==> src/include/audio_burst_buffer_params.svh <==
`ifndef AUDIO_BURST_BUFFER_PARAMS_SVH
`define AUDIO_BURST_BUFFER_PARAMS_SVH

// Register map on the control port.
`define ADDR_MASK_LOW 12'hD65
`define ADDR_STAT_LOW 12'hD66
`define ADDR_MASK_HIGH 12'hD67
`define ADDR_STAT_HIGH 12'hD68
`define ADDR_WAKE_CTRL 12'hD69
`define ADDR_BURST_LEN 12'hD6A
`define ADDR_LINK_CTRL 12'hD6B
`define ADDR_SWITCH_FRAME 12'hD6C
`define ADDR_WAKE_DELAY 12'hD6D
`define ADDR_SAMPLE_COUNT 12'hD6E
`define ADDR_REVISION 12'hD6F

// Reset values and fixed fields.
`define STAT_LOW_RESET 8'h80
`define STAT_HIGH_USED 8'h87
// The revision code value is arbitrary.
`define REVISION_ID 5'h1A

// Field positions.
`define BIT_HS_OFF 7
`define BIT_BUF_FULL 6
`define BIT_BUF_EMPTY 5
`define BIT_WAKE_BLOCK 7
`define BIT_HALF_RATE 6
`define BIT_MASTER 1
`define BIT_RUN 0
`define THR_MSB 5
`define SLOT_MSB 7
`define SLOT_LSB 5
`define PRE_MSB 4
`define PRE_LSB 2

// Buffer and frame figures.
`define BUF_CAPACITY 11'h600
`define SAMPLE_SHIFT 3
`define SLOT_CAP 3'h6
`define POST_EXTRA 4'h2

// Timing: clock period and one wake-delay unit, both in ns.
`define CLK_PERIOD_NS 100
`define WAKE_UNIT_NS 26700

`endif

==> src/include/audio_burst_buffer_pkg.sv <==
package audio_burst_buffer_pkg;

  typedef enum logic [3:0] {
    ST_IDLE = 4'h1,
    ST_WAKE = 4'h2,
    ST_DELAY = 4'h4,
    ST_XFER = 4'h8
  } burst_state_t;

  typedef struct packed {
    logic [7:0] maskLow;
    logic [7:0] maskHigh;
    logic [7:0] statLow;
    logic [7:0] statHigh;
    logic [7:0] wakeCtrl;
    logic [7:0] burstLen;
    logic [7:0] linkCtrl;
    logic [7:0] switchFrame;
    logic [7:0] wakeDelay;
    logic [7:0] rdData;
    logic [10:0] occupancy;
    logic [10:0] frameCounter;
    logic inBurst;
    logic firstBurstDone;
    burst_state_t st;
    logic [15:0] unitCnt;
    logic [7:0] unitsLeft;
    logic [11:0] remain;
    logic wakeLine;
    logic [1:0] bitClkSync;
    logic bitClkPrev;
    logic [1:0] frameSyncSync;
    logic frameSyncPrev;
  } state_t;

endpackage : audio_burst_buffer_pkg

==> src/rtl/audio_burst_buffer_and_irq.sv <==
// Overview of operation
// - Reading a status register clears it; low status resets to 0x80.
// - Mask bit 1 lets its flag raise the interrupt; 0 blocks it.
// - Buffer full sets low bit 6; buffer empty sets low bit 5.
// - Saturation flags: bit4 DA gain, 3 AD gain, 2 AD dsp, 1 DA dsp, 0 sidetone.
// - Low bit 7 is 1 while both headset drivers are off.
// - High status: left headset short bit 2, right bit 1, earpiece bit 0.
// - High bit 7 reports negative supply ready; bits 6 to 3 reserved.
// - Block bit set stops the capture data line from waking the source.
// - Clock-select 0 asks 38.4 MHz burst bit clock, 1 asks 19.2 MHz.
// - Threshold N wakes when buffer holds fewer than 8N samples; zero disables.
// - Master burst length N requests 8N samples per wake; zero requests nothing.
// - A wake-up is a rising edge on the first capture data line.
// - Burst frames end with extra slots: codes 0-5 give 0-5, 11x gives 6.
// - Startup code N adds N clocks before first sync, N+2 after last bit; code 0 adds none after.
// - Master-select 0 makes the buffer link slave, 1 makes it master.
// - Run bit gates the block clock; burst-enable input enters burst mode.
// - Eleven-bit frame counter wraps 2047 to 0, cleared on start or normal.
// - Frame where counter equals switch value times 8 is last normal frame.
// - Wait delay times 26.7 us from wake to burst, except first burst.
// - Sample-count register reads occupancy divided by eight.
// - Revision register shows a five-bit code in bits 4 to 0.
`timescale 1ns/10ps
`include "audio_burst_buffer_params.svh"
`default_nettype none

module audio_burst_buffer_and_irq #(
  parameter int WAKE_UNIT_CYCLES = `WAKE_UNIT_NS / `CLK_PERIOD_NS
) (
  // Clock and reset.
  input wire logic clk,
  input wire logic sys_rst,
  // Register port.
  input wire logic [11:0] regAddr,
  input wire logic regWrEn,
  input wire logic regRdEn,
  input wire logic [7:0] regWrData,
  output logic [7:0] regRdData,
  // Codec event sources, same clock.
  input wire logic headsetDriversOff,
  input wire logic playGainClip,
  input wire logic captureGainClip,
  input wire logic captureDspClip,
  input wire logic playDspClip,
  input wire logic sidetoneClip,
  input wire logic negSupplyReady,
  input wire logic leftHeadsetShort,
  input wire logic rightHeadsetShort,
  input wire logic earpieceShort,
  // Digital interface control, same clock.
  input wire logic burstModeEnable,
  input wire logic interfaceStart,
  input wire logic linkSampleValid,
  input wire logic playSampleTaken,
  // Link pins, asynchronous.
  input wire logic firstLinkBitClock,
  input wire logic linkFrameSync,
  // Link outputs.
  output logic firstCaptureDataLine,
  output logic firstCaptureDataLineOe,
  output logic burstClockHalfRate,
  output logic burstBlockClockOn,
  output logic burstMasterSelect,
  output logic linkInBurst,
  output logic [2:0] extraSlotCount,
  output logic [2:0] startupPreClocks,
  output logic [3:0] startupPostClocks,
  // Interrupt.
  output logic audioIrq
);

  localparam audio_burst_buffer_pkg::state_t ResetState = '{
    statLow: `STAT_LOW_RESET,
    st: audio_burst_buffer_pkg::ST_IDLE,
    default: '0
  };

  audio_burst_buffer_pkg::state_t s_q;
  audio_burst_buffer_pkg::state_t s_d;

  logic [7:0] setLow;
  logic [7:0] setHigh;
  logic rdLow;
  logic rdHigh;
  logic frameEdge;
  logic bitClkRise;
  logic [10:0] switchPoint;
  logic [10:0] wakeLevel;
  logic masterActive;
  logic wakeWanted;
  logic bufFullEvent;
  logic bufEmptyEvent;
  logic [2:0] preCode;

  ////////////////////////////////////////////////////////////////////////////
  // Combinational helpers.

  assign rdLow = regRdEn && (regAddr == `ADDR_STAT_LOW);
  assign rdHigh = regRdEn && (regAddr == `ADDR_STAT_HIGH);
  assign bitClkRise = s_q.bitClkSync[1] && !s_q.bitClkPrev;
  // A frame starts when sync is seen high at a bit clock edge after being low.
  assign frameEdge = bitClkRise && s_q.frameSyncSync[1] && !s_q.frameSyncPrev;
  assign switchPoint = {s_q.switchFrame, 3'h0};
  assign wakeLevel = {2'h0, s_q.wakeCtrl[`THR_MSB:0], 3'h0};
  assign masterActive = s_q.linkCtrl[`BIT_RUN] && s_q.linkCtrl[`BIT_MASTER] && s_q.inBurst;
  assign wakeWanted = (s_q.wakeCtrl[`THR_MSB:0] != 6'h00) && !s_q.wakeCtrl[`BIT_WAKE_BLOCK] &&
                      (s_q.occupancy < wakeLevel);
  // Full is reached by a write at the last free place or a write into a full buffer.
  assign bufFullEvent = linkSampleValid && !playSampleTaken && (s_q.occupancy >= `BUF_CAPACITY - 11'h001);
  assign bufEmptyEvent = playSampleTaken && !linkSampleValid && (s_q.occupancy <= 11'h001);
  assign setLow = {headsetDriversOff, bufFullEvent, bufEmptyEvent, playGainClip,
                   captureGainClip, captureDspClip, playDspClip, sidetoneClip};
  assign setHigh = {negSupplyReady, 4'h0, leftHeadsetShort, rightHeadsetShort, earpieceShort};

  ////////////////////////////////////////////////////////////////////////////
  // Next-state logic.

  always_comb begin
    s_d = s_q;

    // Pin synchronisers: the first stage feeds only the second.
    s_d.bitClkSync = {s_q.bitClkSync[0], firstLinkBitClock};
    s_d.frameSyncSync = {s_q.frameSyncSync[0], linkFrameSync};
    s_d.bitClkPrev = s_q.bitClkSync[1];
    if (bitClkRise) begin
      s_d.frameSyncPrev = s_q.frameSyncSync[1];
    end

    // Register writes.
    if (regWrEn) begin
      case (regAddr)
        `ADDR_MASK_LOW: s_d.maskLow = regWrData;
        `ADDR_MASK_HIGH: s_d.maskHigh = regWrData & `STAT_HIGH_USED;
        `ADDR_WAKE_CTRL: s_d.wakeCtrl = regWrData;
        `ADDR_BURST_LEN: s_d.burstLen = regWrData;
        `ADDR_LINK_CTRL: s_d.linkCtrl = regWrData;
        `ADDR_SWITCH_FRAME: s_d.switchFrame = regWrData;
        `ADDR_WAKE_DELAY: s_d.wakeDelay = regWrData;
        default: begin
        end
      endcase
    end

    // Register reads; unmapped addresses read zero.
    if (regRdEn) begin
      case (regAddr)
        `ADDR_MASK_LOW: s_d.rdData = s_q.maskLow;
        `ADDR_STAT_LOW: s_d.rdData = s_q.statLow;
        `ADDR_MASK_HIGH: s_d.rdData = s_q.maskHigh;
        `ADDR_STAT_HIGH: s_d.rdData = s_q.statHigh;
        `ADDR_WAKE_CTRL: s_d.rdData = s_q.wakeCtrl;
        `ADDR_BURST_LEN: s_d.rdData = s_q.burstLen;
        `ADDR_LINK_CTRL: s_d.rdData = s_q.linkCtrl;
        `ADDR_SWITCH_FRAME: s_d.rdData = s_q.switchFrame;
        `ADDR_WAKE_DELAY: s_d.rdData = s_q.wakeDelay;
        `ADDR_SAMPLE_COUNT: s_d.rdData = s_q.occupancy[10:`SAMPLE_SHIFT];
        `ADDR_REVISION: s_d.rdData = {3'h0, `REVISION_ID};
        default: s_d.rdData = 8'h00;
      endcase
    end

    // Sticky flags: a read clears, a same-cycle event still lands.
    s_d.statLow = (rdLow ? 8'h00 : s_q.statLow) | setLow;
    s_d.statHigh = (rdHigh ? 8'h00 : s_q.statHigh) | setHigh;

    // Occupancy; writes into a full buffer are dropped.
    if (linkSampleValid && !playSampleTaken && s_q.occupancy != `BUF_CAPACITY) begin
      s_d.occupancy = s_q.occupancy + 11'h001;
    end else if (playSampleTaken && !linkSampleValid && s_q.occupancy != 11'h000) begin
      s_d.occupancy = s_q.occupancy - 11'h001;
    end

    // Frame counter and the switch into burst mode.
    if (interfaceStart || !burstModeEnable) begin
      s_d.frameCounter = 11'h000;
      s_d.inBurst = 1'b0;
    end else if (frameEdge) begin
      s_d.frameCounter = s_q.frameCounter + 11'h001;
      if (!s_q.inBurst && s_q.frameCounter == switchPoint) begin
        s_d.inBurst = 1'b1;
      end
    end

    // Wake-up and burst sequencing in master mode.
    case (s_q.st)
      audio_burst_buffer_pkg::ST_IDLE: begin
        s_d.wakeLine = 1'b0;
        if (masterActive && wakeWanted) begin
          s_d.st = audio_burst_buffer_pkg::ST_WAKE;
          s_d.wakeLine = 1'b1;
        end
      end
      audio_burst_buffer_pkg::ST_WAKE: begin
        s_d.remain = {1'b0, s_q.burstLen, 3'h0};
        s_d.unitsLeft = s_q.wakeDelay;
        s_d.unitCnt = 16'h0000;
        if (!s_q.firstBurstDone || s_q.wakeDelay == 8'h00) begin
          s_d.st = audio_burst_buffer_pkg::ST_XFER;
        end else begin
          s_d.st = audio_burst_buffer_pkg::ST_DELAY;
        end
      end
      audio_burst_buffer_pkg::ST_DELAY: begin
        if (s_q.unitCnt == 16'(WAKE_UNIT_CYCLES - 1)) begin
          s_d.unitCnt = 16'h0000;
          s_d.unitsLeft = s_q.unitsLeft - 8'h01;
          if (s_q.unitsLeft == 8'h01) begin
            s_d.st = audio_burst_buffer_pkg::ST_XFER;
          end
        end else begin
          s_d.unitCnt = s_q.unitCnt + 16'h0001;
        end
      end
      audio_burst_buffer_pkg::ST_XFER: begin
        if (s_q.remain == 12'h000 || (linkSampleValid && s_q.remain == 12'h001)) begin
          s_d.remain = 12'h000;
          s_d.st = audio_burst_buffer_pkg::ST_IDLE;
          s_d.wakeLine = 1'b0;
          s_d.firstBurstDone = 1'b1;
        end else if (linkSampleValid) begin
          s_d.remain = s_q.remain - 12'h001;
        end
      end
      default: begin
        s_d.st = audio_burst_buffer_pkg::ST_IDLE;
        s_d.wakeLine = 1'b0;
      end
    endcase

    // Leaving burst mode or master operation abandons any pending burst.
    if (!masterActive) begin
      s_d.st = audio_burst_buffer_pkg::ST_IDLE;
      s_d.wakeLine = 1'b0;
    end
    if (!s_q.inBurst) begin
      s_d.firstBurstDone = 1'b0;
    end
  end

  always_ff @(posedge clk or posedge sys_rst) begin
    if (sys_rst) begin
      s_q <= ResetState;
    end else begin
      s_q <= s_d;
    end
  end

  ////////////////////////////////////////////////////////////////////////////
  // Outputs.

  assign preCode = s_q.linkCtrl[`PRE_MSB:`PRE_LSB];
  assign regRdData = s_q.rdData;
  assign firstCaptureDataLine = s_q.wakeLine;
  // The line is only driven while this end masters the burst link.
  assign firstCaptureDataLineOe = masterActive;
  assign burstClockHalfRate = s_q.wakeCtrl[`BIT_HALF_RATE];
  assign burstBlockClockOn = s_q.linkCtrl[`BIT_RUN];
  assign burstMasterSelect = s_q.linkCtrl[`BIT_MASTER];
  assign linkInBurst = s_q.inBurst;
  assign extraSlotCount = (s_q.linkCtrl[`SLOT_MSB:`SLOT_LSB + 1] == 2'h3) ? `SLOT_CAP :
                          s_q.linkCtrl[`SLOT_MSB:`SLOT_LSB];
  assign startupPreClocks = preCode;
  assign startupPostClocks = (preCode == 3'h0) ? 4'h0 : {1'b0, preCode} + `POST_EXTRA;
  assign audioIrq = |(s_q.statLow & s_q.maskLow) || |(s_q.statHigh & s_q.maskHigh);
endmodule : audio_burst_buffer_and_irq

`default_nettype wire

==> config.mk <==
export PLATFORM = sky130hd
export DESIGN_NAME = audio_burst_buffer_and_irq
export DESIGN_NICKNAME = d
export VERILOG_FILES = /design/src/include/audio_burst_buffer_pkg.sv /design/src/rtl/audio_burst_buffer_and_irq.sv
export VERILOG_INCLUDE_DIRS = /design/src /design/src/include
export SDC_FILE = /design/constraint.sdc
export NUM_CORES = 1
export LEC_CHECK = 0
export ABC_AREA = 1
export BUFFER_PORTS_ARGS = -buffer_cell sky130_fd_sc_hd__buf_4
export CORE_AREA = 2 2 190 192
export CTS_CLUSTER_DIAMETER = 40
export CTS_CLUSTER_SIZE = 30
export DETAILED_ROUTE_END_ITERATION = 8
export DIE_AREA = 0 0 192 194
export SLEW_MARGIN = 20
export SYNTH_ARGS = -nofsm -noshare
export SYNTH_HDL_FRONTEND = slang
export SYNTH_SLANG_ARGS = --single-unit
export TNS_END_PERCENT = 20
==> constraint.sdc <==
create_clock -name clk -period 4.4 [get_ports clk]
set_input_delay 0.44 -clock clk [delete_from_list [all_inputs] [get_ports clk]]
set_output_delay 0.44 -clock clk [all_outputs]
set_load 0.05 [all_outputs]
==> results of run 1 <==
-- registers in the layout, summed over array words and instances (netlist names) --
signal / cells
startupPreClocks: 3
firstCaptureDataLine: 1
linkInBurst: 1
burstClockHalfRate: 1
s_q: 124
burstBlockClockOn: 1
regRdData: 8
burstMasterSelect: 1
s_d: 3
-- metrics by stage --
step | power, mW | hold slack, ns
after floorplan | 1.83 | 0.331
after global placement | 1.97 | 0.336
after detailed placement | 1.98 | 0.336
after CTS | 3.67 | 0.0960
after global routing | 3.83 | 0.0879
final | 3.65 | 0.114
-- final timing paths --
kind | start | endpoint | cells after the start
worst min-delay path | linkFrameSync | s_d[2] | 1
max in group asynchronous | sys_rst | s_q[134] | 3
worst max-delay path | s_q[119] | audioIrq | 4
worst max register to register | s_q[44] | s_q[30] | 7
worst min register to register | s_d[2] | s_q[2] | 0
min in group asynchronous | sys_rst | s_q[9] | 2
-- synth_stat cells (all sizes together) --
cell / number / area [sq um]
a21boi: 3 / 22.5
a21o: 1 / 7.51
a21oi: 15 / 75.1
a221oi: 3 / 26.3
a22o: 2 / 17.5
a31oi: 1 / 6.26
and2: 2 / 12.5
buf: 33 / 258
clkbuf: 6 / 22.5
clkinv: 1 / 3.75
dfrtp: 141 / 3530
dfstp: 2 / 52.6
ha: 18 / 225
inv: 143 / 539
nand2: 313 / 1230
nand3: 126 / 656
nand3b: 3 / 22.5
nand4: 18 / 119
nor2: 152 / 661
nor3: 19 / 129
o211a: 1 / 10.0
o211ai: 1 / 7.51
o21ai: 121 / 651
o21bai: 11 / 82.6
o221ai: 1 / 8.76
o22ai: 10 / 81.3
o31ai: 1 / 12.5
or2: 1 / 6.26
xnor2: 6 / 52.6
xor2: 16 / 140
-- cells in the final DEF, fill, tap and decap left out, types with 7 or more instances in the layout --
cell	n
nor2_4	10
o21bai_1	11
nor2_1	136
inv_1	133
o21ai_0	92
buf_4	66
nand4_1	17
clkbuf_16	17
nor3_1	16
inv_2	8
nand3_1	121
xor2_1	16
dfrtp_1	141
o21ai_1	17
ha_1	18
o21ai_2	12
a21oi_1	15
o22ai_1	7
nand2_1	302
-- final cells by class --
type | instances | share of cell area [%]
tap | 461 | 5.68
clock inverter | 12 | 2.28
clock buffer | 20 | 4.50
sequential | 143 | 35.3
inverter | 144 | 5.40
multi-input combinational | 845 | 42.0
timing repair buffer | 66 | 4.88
-- layer usage --
metal	track usage, %	vias to the layer above	routed length (um)
met1	18.3	3669	11300
met5	0	-	0
met3	3.11	22	1160
met2	20.9	175	10800
li1	-	3872	-
met4	2.69	0	270
-- critical path: cells and delay by family (launching register included) --
kind / cells / cell delay [ns]
buffers and inverters: 1 / 0.22
flip-flops: 1 / 0.40
AO/OA/AOI/OAI: 2 / 0.51
AND/OR/NAND/NOR: 1 / 0.14
-- where the power goes --
group / switching [mW] / internal (mW) / leakage, nW / total [mW]
clock network: 0.598 / 1.10 / 0.331 / 1.70
registers: 0.0905 / 1.37 / 1.87 / 1.46
logic: 0.313 / 0.179 / 2.63 / 0.493
total: 1.00 / 2.64 / 4.83 / 3.65
-- kinds of logic (layout without fill, tap and decap cells) --
| logic type | after synthesis | in the layout | share of synthesized area [%] |
|---|---|---|---|
| buffers and inverters | 183 | 242 | 9.50 |
| XOR/XNOR | 22 | 22 | 2.22 |
| AO/OA/AOI/OAI | 171 | 171 | 11.6 |
| AND/OR/NAND/NOR | 634 | 634 | 32.7 |
| adder cells (fa/ha/maj) | 18 | 18 | 2.60 |
| flip-flops | 143 | 143 | 41.3 |
==> run_results.csv, run 1 <==
group,metric,value,unit
status,status,"finished, final reports clean",
logic_synthesis,syn_area,0.00867,sq mm
floorplan,io_pins,65,
timing,setup_violations,0,
global_route,antenna_found_initial,0,
logic_synthesis,ys_seq_area_share,41.3,%
logic_synthesis,synth_cell_types,44,
timing,clock_skew,0.0114,ns
cts,cts_resized,0,
worst_hold_path,hold_path_class,"in -> reg",
floorplan,dieWidth,192,um
cts,clk_latency,0.43,ns
cts,clockRootBuffer,"clkbuf_16",
floorplan,core_area,0.0352,sq mm
cts,cts_buffer_depth,2,
finish,drive_gt1_share,13.2,%
global_route,grt_usage,13.2,%
placement,placed_cells,1659,
timing,worstMarginPinSlew,0.854,ns
finish,postLayoutCoreUtil,28.8,%
floorplan,num_rows,69,
placement,numPortBuffers,64,
critical_path,critPathSlowestCell,"dfrtp_1",
routing,wl,23.6,mm
timing,fin_crit,2.14,ns
routing,drc,0,
placement,place_ws,2.11,ns
timing,rsz0062_at_grt,"no",
cts,numCtsBuffers,17,
critical_path,startpoint_type,"register",
global_route,grt_overflow_total,0,
logic_synthesis,yosys_warnings,0,
cts,ctsHoldBuffers,0,
routing,avgRoutedWirePerCell,13.9,um
placement,dpl_cell_area,0.00947,sq mm
routing,viasPerCell,4.58,
placement,gp_congestion,0.911,
finish,fill_cells,3839,
floorplan,start_util,24.6,%
finish,post-route-cell-area,0.0102,sq mm
critical_path,crit_arrival,1.70,ns
routing,vias,7738,
floorplan,die_h,194,um
power,peakVddDrop,0.266,mV
critical_path,critical_path_class,"reg -> out",
timing,max_freq,468,MHz
timing,slew_headroom,43.1,%
finish,final_cells,1691,
routing,ant_nets,0,
cts,post_cts.repair.setup_buffers,0,
power,p_per_area,359,mW/mm^2
global_route,grt_pass1_vias,7374,
global_route,grt_pass1_wl,38.8,mm
floorplan,fp.dieArea,0.0372,sq mm
logic_synthesis,syn-instance-count,1171,
cts,path_clk_slew,0.06,ns
placement,dp_hpwl,17.5,mm
timing,setup_tns,0,ns
critical_path,rrSetupSlack,2.32,ns
finish,finalNetCount,1275,
timing,final_hold_viol_count,0,
cts,htree_levels,4,
flow_run,maxCapViolCount,0,
timing,setup_ws,2.26,ns
routing,drtIter0Drc,568,
timing,slew_viol_final,0,
cts,clock_sinks,143,
critical_path,worstPathRequired,3.96,ns
finish,area_delta_synth_final,17.1,%
critical_path,path_max_fanout,3,
power,leakage,4.83,nW
routing,dr.pass1.iters,5,
logic_synthesis,avgSynthCellArea,7.40,sq um
logic_synthesis,synth_seq_cells,143,
finish,multi_input_area,0.00426,sq mm
critical_path,cp-end-kind,"primary output",
logic_synthesis,syn-num-nets,1229,
global_route,grt_max_degree,91,
critical_path,path_cells,"a22o_1 -> a221oi_1 -> nand3_1 -> buf_4",
cts,cts_tree,"built",
finish,seqCellArea,0.00358,sq mm
finish,antennaDiodeCount,0,
critical_path,max_stage_delay,0.40,ns
timing,fin_crit_sh,48.5,%
(Power assumes the default switching activity.)
==> run 2, diff against run 1 <==
==> constraint.sdc (replaced) <==
create_clock -name clk -period 1.9 [get_ports clk]
set_input_delay 0.19 -clock clk [delete_from_list [all_inputs] [get_ports clk]]
set_output_delay 0.19 -clock clk [all_outputs]
set_load 0.05 [all_outputs]
==> run_results.csv, run 2 (synthesis results as in run 1) <==
group,metric,value,unit
cts,cts_tree,"built",
placement,dpl_cell_area,0.00969,sq mm
status,status,"finished, final reports clean",
timing,slew_headroom,67.8,%
power,peakVddDrop,0.599,mV
timing,clock_skew,0.0108,ns
critical_path,rr_worst_depth,10,
routing,drtIter0Drc,551,
critical_path,path_max_fanout,3,
cts,cts_buffer_depth,2,
critical_path,worstPathRequired,1.71,ns
power,intPower,5.83,mW
placement,place_ws,0.0448,ns
global_route,use_met1,18.7,%
floorplan,dieWidth,192,um
cts,clock_sinks,143,
timing,fin_crit_sh,98.1,%
floorplan,num_rows,69,
timing,setup_violations,0,
cts,clk_latency,0.44,ns
finish,postLayoutCoreUtil,29.8,%
flow_run,maxCapViolCount,0,
global_route,grt_most_used_layer,"met2",
global_route,grt_max_degree,69,
finish,antennaDiodeCount,0,
global_route,use_met2,20.1,%
global_route,antenna_found_initial,0,
timing,setup_tns,0,ns
timing,setup_ws,0.0361,ns
finish,mostFrequentLayoutCells,"nand2_1, dfrtp_1, nor2_1",
global_route,grt_pass1_vias,7470,
power,p_clk_share,43.3,%
routing,wl,23.6,mm
critical_path,cp-end-kind,"primary output",
power,p_per_area,785,mW/mm^2
power,switching_share,29.1,%
finish,drive_gt1_share,15.1,%
cts,clockRootBuffer,"clkbuf_16",
floorplan,start_util,24.6,%
floorplan,core_area,0.0352,sq mm
cts,path_clk_slew,0.07,ns
routing,drc,0,
global_route,grt_usage,13.2,%
finish,post-route-cell-area,0.0105,sq mm
timing,final_hold_viol_count,0,
timing,rsz0062_at_grt,"yes",
finish,finalNetCount,1312,
timing,fin_crit,1.86,ns
timing,max_freq,537,MHz
global_route,use_met3,2.35,%
cts,htree_levels,4,
power,comb_power_share,16.4,%
finish,area_delta_synth_final,20.9,%
placement,gp_congestion,0.893,
floorplan,io_pins,65,
critical_path,critical_path_class,"reg -> out",
routing,dr.pass1.iters,6,
global_route,grt_overflow_total,0,
finish,largest_reg_flops,124,
routing,avgRoutedWirePerCell,13.6,um
timing,slew_viol_final,0,
placement,dp_hpwl,17.9,mm
worst_hold_path,hold_path_class,"in -> reg",
floorplan,fp.dieArea,0.0372,sq mm
power,pwr-share-seq,40.3,%
cts,numCtsBuffers,17,
timing,worstMarginPinSlew,0.483,ns
placement,numPortBuffers,64,
routing,vias,7728,
routing,viasPerCell,4.47,
finish,largest-register,"s_q",
worst_hold_path,whs_path_depth,4,
routing,ant_nets,0,
power,leakage,4.99,nW
power,switchingPower,2.39,mW
critical_path,startpoint_type,"register",
finish,final_common_cell,"nand2_1",
floorplan,die_h,194,um
global_route,grt_pass1_wl,39.0,mm
critical_path,crit_arrival,1.67,ns
-- run 2: cell count changes in the layout (fill, tap and decap cells not counted), sizes merged --
| cell | change |
|---|---|
| bufinv | -3 |
| dlygate4sd3 | +14 |
| buf | +23 |
| clkinvlp | +1 |
| clkbuf | -1 |
| clkinv | -1 |
| inv | +4 |
-- run 2: layout make-up --
cell class                      instances  area [sq um]
Clock inverter                         13           176
Timing Repair Buffer                  103           862
Fill cell                            3808         24700
Clock buffer                           19           443
Multi-Input combinational cell        845          4290
Tap cell                              461           577
Sequential cell                       143          3580
Inverter                              144           547
-- run 2: final timing paths --
check	from	to	slack [ns]
min in group asynchronous	sys_rst	s_q[14]	0.46
setup reg to reg	s_q[7]	s_q[46]	0.16
setup / recovery	s_q[135]	audioIrq	0.04
max in group asynchronous	sys_rst	s_q[0]	1.07
hold / removal	interfaceStart	linkInBurst	0.15
hold reg to reg	s_d[2]	s_q[2]	0.35
-- run 2: worst max-delay path, stage by stage (launching register included) --
cell      delay (ns)
dfrtp_1         0.40
a22o_1          0.25
a221oi_2        0.23
nand3_1         0.17
buf_6           0.19
-- run 2: metrics by stage --
stage	hold WS (ns)	std cells	total power, mW
finish	0.148	1728	8.22
global route	0.175	1728	8.65
CTS	0.137	1728	8.32
detailed placement	0.301	1682	4.70
global placement	0.301	1682	4.68
floorplan	0.221	1171	4.25
-- run 2: power by group through the flow --
stage	logic [mW]	registers, mW	clock network, mW
finish	1.35	3.31	3.56
CTS	1.36	3.31	3.64
global route	1.53	3.33	3.78
detailed placement	1.33	3.37	0
floorplan	0.920	3.33	0
global placement	1.32	3.36	0
-- run 2: per-layer routing --
layer,wire length [um],part of all wire (%),up-vias
met5,0,0,-
met4,510,2.2,0
met3,909,3.9,32
met2,10500,45,153
met1,11700,49,3590
li1,-,-,3953
-- run 2: repair_timing --
action | CTS | global route
hold buffers | 14 | 0
hold endpoints to repair | 154 | 0
buffers inserted | 0 | 0
endpoints found under the setup margin | 1 | 21
gates resized for setup | 2 | 7
pin swaps | 0 | 1
==> run 3, diff against run 2 <==
--- a/config.mk
+++ b/config.mk
@@ -8,12 +8,12 @@
 export LEC_CHECK = 0
 export ABC_AREA = 1
 export BUFFER_PORTS_ARGS = -buffer_cell sky130_fd_sc_hd__buf_4
-export CORE_AREA = 2 2 190 192
+export CORE_AREA = 2 2 129 131
 export CTS_CLUSTER_DIAMETER = 40
 export CTS_CLUSTER_SIZE = 30
 export DETAILED_ROUTE_END_ITERATION = 8
-export DIE_AREA = 0 0 192 194
-export SLEW_MARGIN = 20
+export DIE_AREA = 0 0 131 133
+export PLACE_DENSITY = 0.76
 export SYNTH_ARGS = -nofsm -noshare
 export SYNTH_HDL_FRONTEND = slang
 export SYNTH_SLANG_ARGS = --single-unit
==> run_results.csv, run 3 (synthesis results as in run 1) <==
group,metric,value,unit
finish,finalNetCount,1306,
critical_path,r2r_end,"s_q[16]",
floorplan,io_pins,65,
critical_path,crit_arrival,1.62,ns
critical_path,critPathBufInv,1,
cts,clock_sinks,143,
timing,slew_headroom,68.3,%
timing,fin_crit,1.81,ns
finish,final_common_cell,"nand2_1",
routing,drc,0,
critical_path,critical_path_class,"reg -> out",
timing,setup_tns,0,ns
global_route,use_met1,36.3,%
routing,avgRoutedWirePerCell,15.2,um
finish,largest_reg_flops,124,
finish,area_delta_synth_final,17.4,%
critical_path,crit_start,"s_q[119]",
placement,numPortBuffers,64,
timing,max_freq,551,MHz
placement,dp_hpwl,16.4,mm
cts,numCtsBuffers,17,
critical_path,critPathSlowestCell,"dfrtp_1",
critical_path,max_stage_delay,0.41,ns
timing,clock_skew,0.00693,ns
flow_run,maxCapViolCount,0,
placement,gp_congestion,0.983,
routing,viasPerCell,5.39,
power,p_per_area,823,mW/mm^2
finish,post-route-cell-area,0.0102,sq mm
critical_path,endpoint,"audioIrq",
cts,clockRootBuffer,"clkbuf_16",
critical_path,cp.depth,4,
timing,rsz0062_at_grt,"yes",
global_route,grt_usage,27.0,%
worst_hold_path,hold_path_class,"in -> reg",
critical_path,path_cells,"a22o_1 -> a221oi_2 -> nand3_1 -> buf_6",
cts,clk_latency,0.43,ns
routing,wl,22.6,mm
critical_path,rr_worst_depth,10,
critical_path,path_max_fanout,3,
finish,seqCellArea,0.00358,sq mm
finish,mostFrequentLayoutCells,"nand2_1, dfrtp_1, nor2_1",
routing,dr.pass1.iters,5,
critical_path,rrSetupSlack,0.17,ns
routing,vias,7982,
critical_path,worstPathRequired,1.71,ns
placement,place_ws,0.112,ns
timing,worstMarginPinSlew,0.472,ns
routing,ant_nets,0,
finish,largest-register,"s_q",
critical_path,startpoint_type,"register",
power,peakVddDrop,0.732,mV
timing,final_hold_viol_count,0,
worst_hold_path,whs_path_depth,3,
global_route,grt_pass1_wl,36.7,mm
status,status,"finished, final reports clean",
floorplan,core_area,0.0162,sq mm
floorplan,num_rows,47,
floorplan,start_util,53.6,%
cts,cts_buffer_depth,2,
critical_path,cpLargestDelayFamily,"compound AO/OA/AOI/OAI gates",
finish,drive_gt1_share,14.6,%
finish,multi_input_area,0.00429,sq mm
finish,fill_cells,1452,
global_route,grt_most_used_layer,"met2",
timing,setup_ws,0.0866,ns
floorplan,fp.dieArea,0.0174,sq mm
critical_path,reg2reg_from,"s_q[46]",
timing,setup_violations,0,
global_route,use_met3,6.03,%
global_route,grt_overflow_total,0,
global_route,grt_max_degree,50,
placement,dpl_cell_area,0.00936,sq mm
finish,antennaDiodeCount,0,
critical_path,cp-end-kind,"primary output",
timing,fin_crit_sh,95.4,%
floorplan,die_h,133,um
cts,path_clk_slew,0.06,ns
global_route,use_met2,42.3,%
floorplan,dieWidth,131,um
cts,htree_levels,4,
global_route,grt_pass1_vias,7437,
timing,slew_viol_final,0,
routing,drtIter0Drc,726,
cts,cts_tree,"built",
power,leakage,4.99,nW
global_route,antenna_found_initial,0,
run 3: cell type report:
cell class                      count  share of cell area, %
Multi-Input combinational cell    845                   42.2
Tap cell                          220                   2.71
Timing Repair Buffer               97                   8.13
Clock inverter                     12                   2.03
Sequential cell                   143                   35.2
Clock buffer                       20                   4.39
Inverter                          144                   5.37
run 3: stage by stage:
stage          utilization [%]  cells  total power, mW  hold WS (ns)
4_1_cts                   62.7   1481             8.40        0.0267
5_1_grt                   62.9   1481             8.75        0.0260
3_3_place_gp              57.9   1436             4.63         0.249
6_report                  62.9   1481             8.38        0.0359
3_5_place_dp              57.9   1436             4.66         0.244
2_1_floorplan                -   1171             4.25         0.221
run 3: per-layer routing:
metal  up-vias  share of wire, %
met1      3728                44
met5         -                 0
met3        49               5.6
met4         0               3.1
li1       3936                 -
met2       269                47
run 3: report_power, final:
group          internal, mW  switching [mW]
clock network          2.38            1.35
registers              3.16           0.156
logic                 0.510           0.818
total                  6.05            2.32
run 3: worst min path at each step:
stage	from	end	slack [ns]
after floorplan	linkFrameSync	s_d[2]	0.22
after global placement	sys_rst	s_q[114]	0.25
after detailed placement	sys_rst	s_q[114]	0.24
after CTS	regRdEn	regRdData[4]	0.03
after global routing	regRdEn	regRdData[2]	0.03
final	regRdEn	regRdData[6]	0.04
run 3: repair_timing:
item | in CTS | in global routing
setup endpoints to repair | 0 | 18
setup buffers | 0 | 0
hold buffers | 13 | 0
endpoints found under the hold margin | 25 | 0
resized for setup | 0 | 8
run 3: tightest hold or removal path, delay by kind of cell:
kind | cells | cell delay, ns
buffers and inverters | 1 | 0.14
AND/OR/NAND/NOR | 2 | 0.11
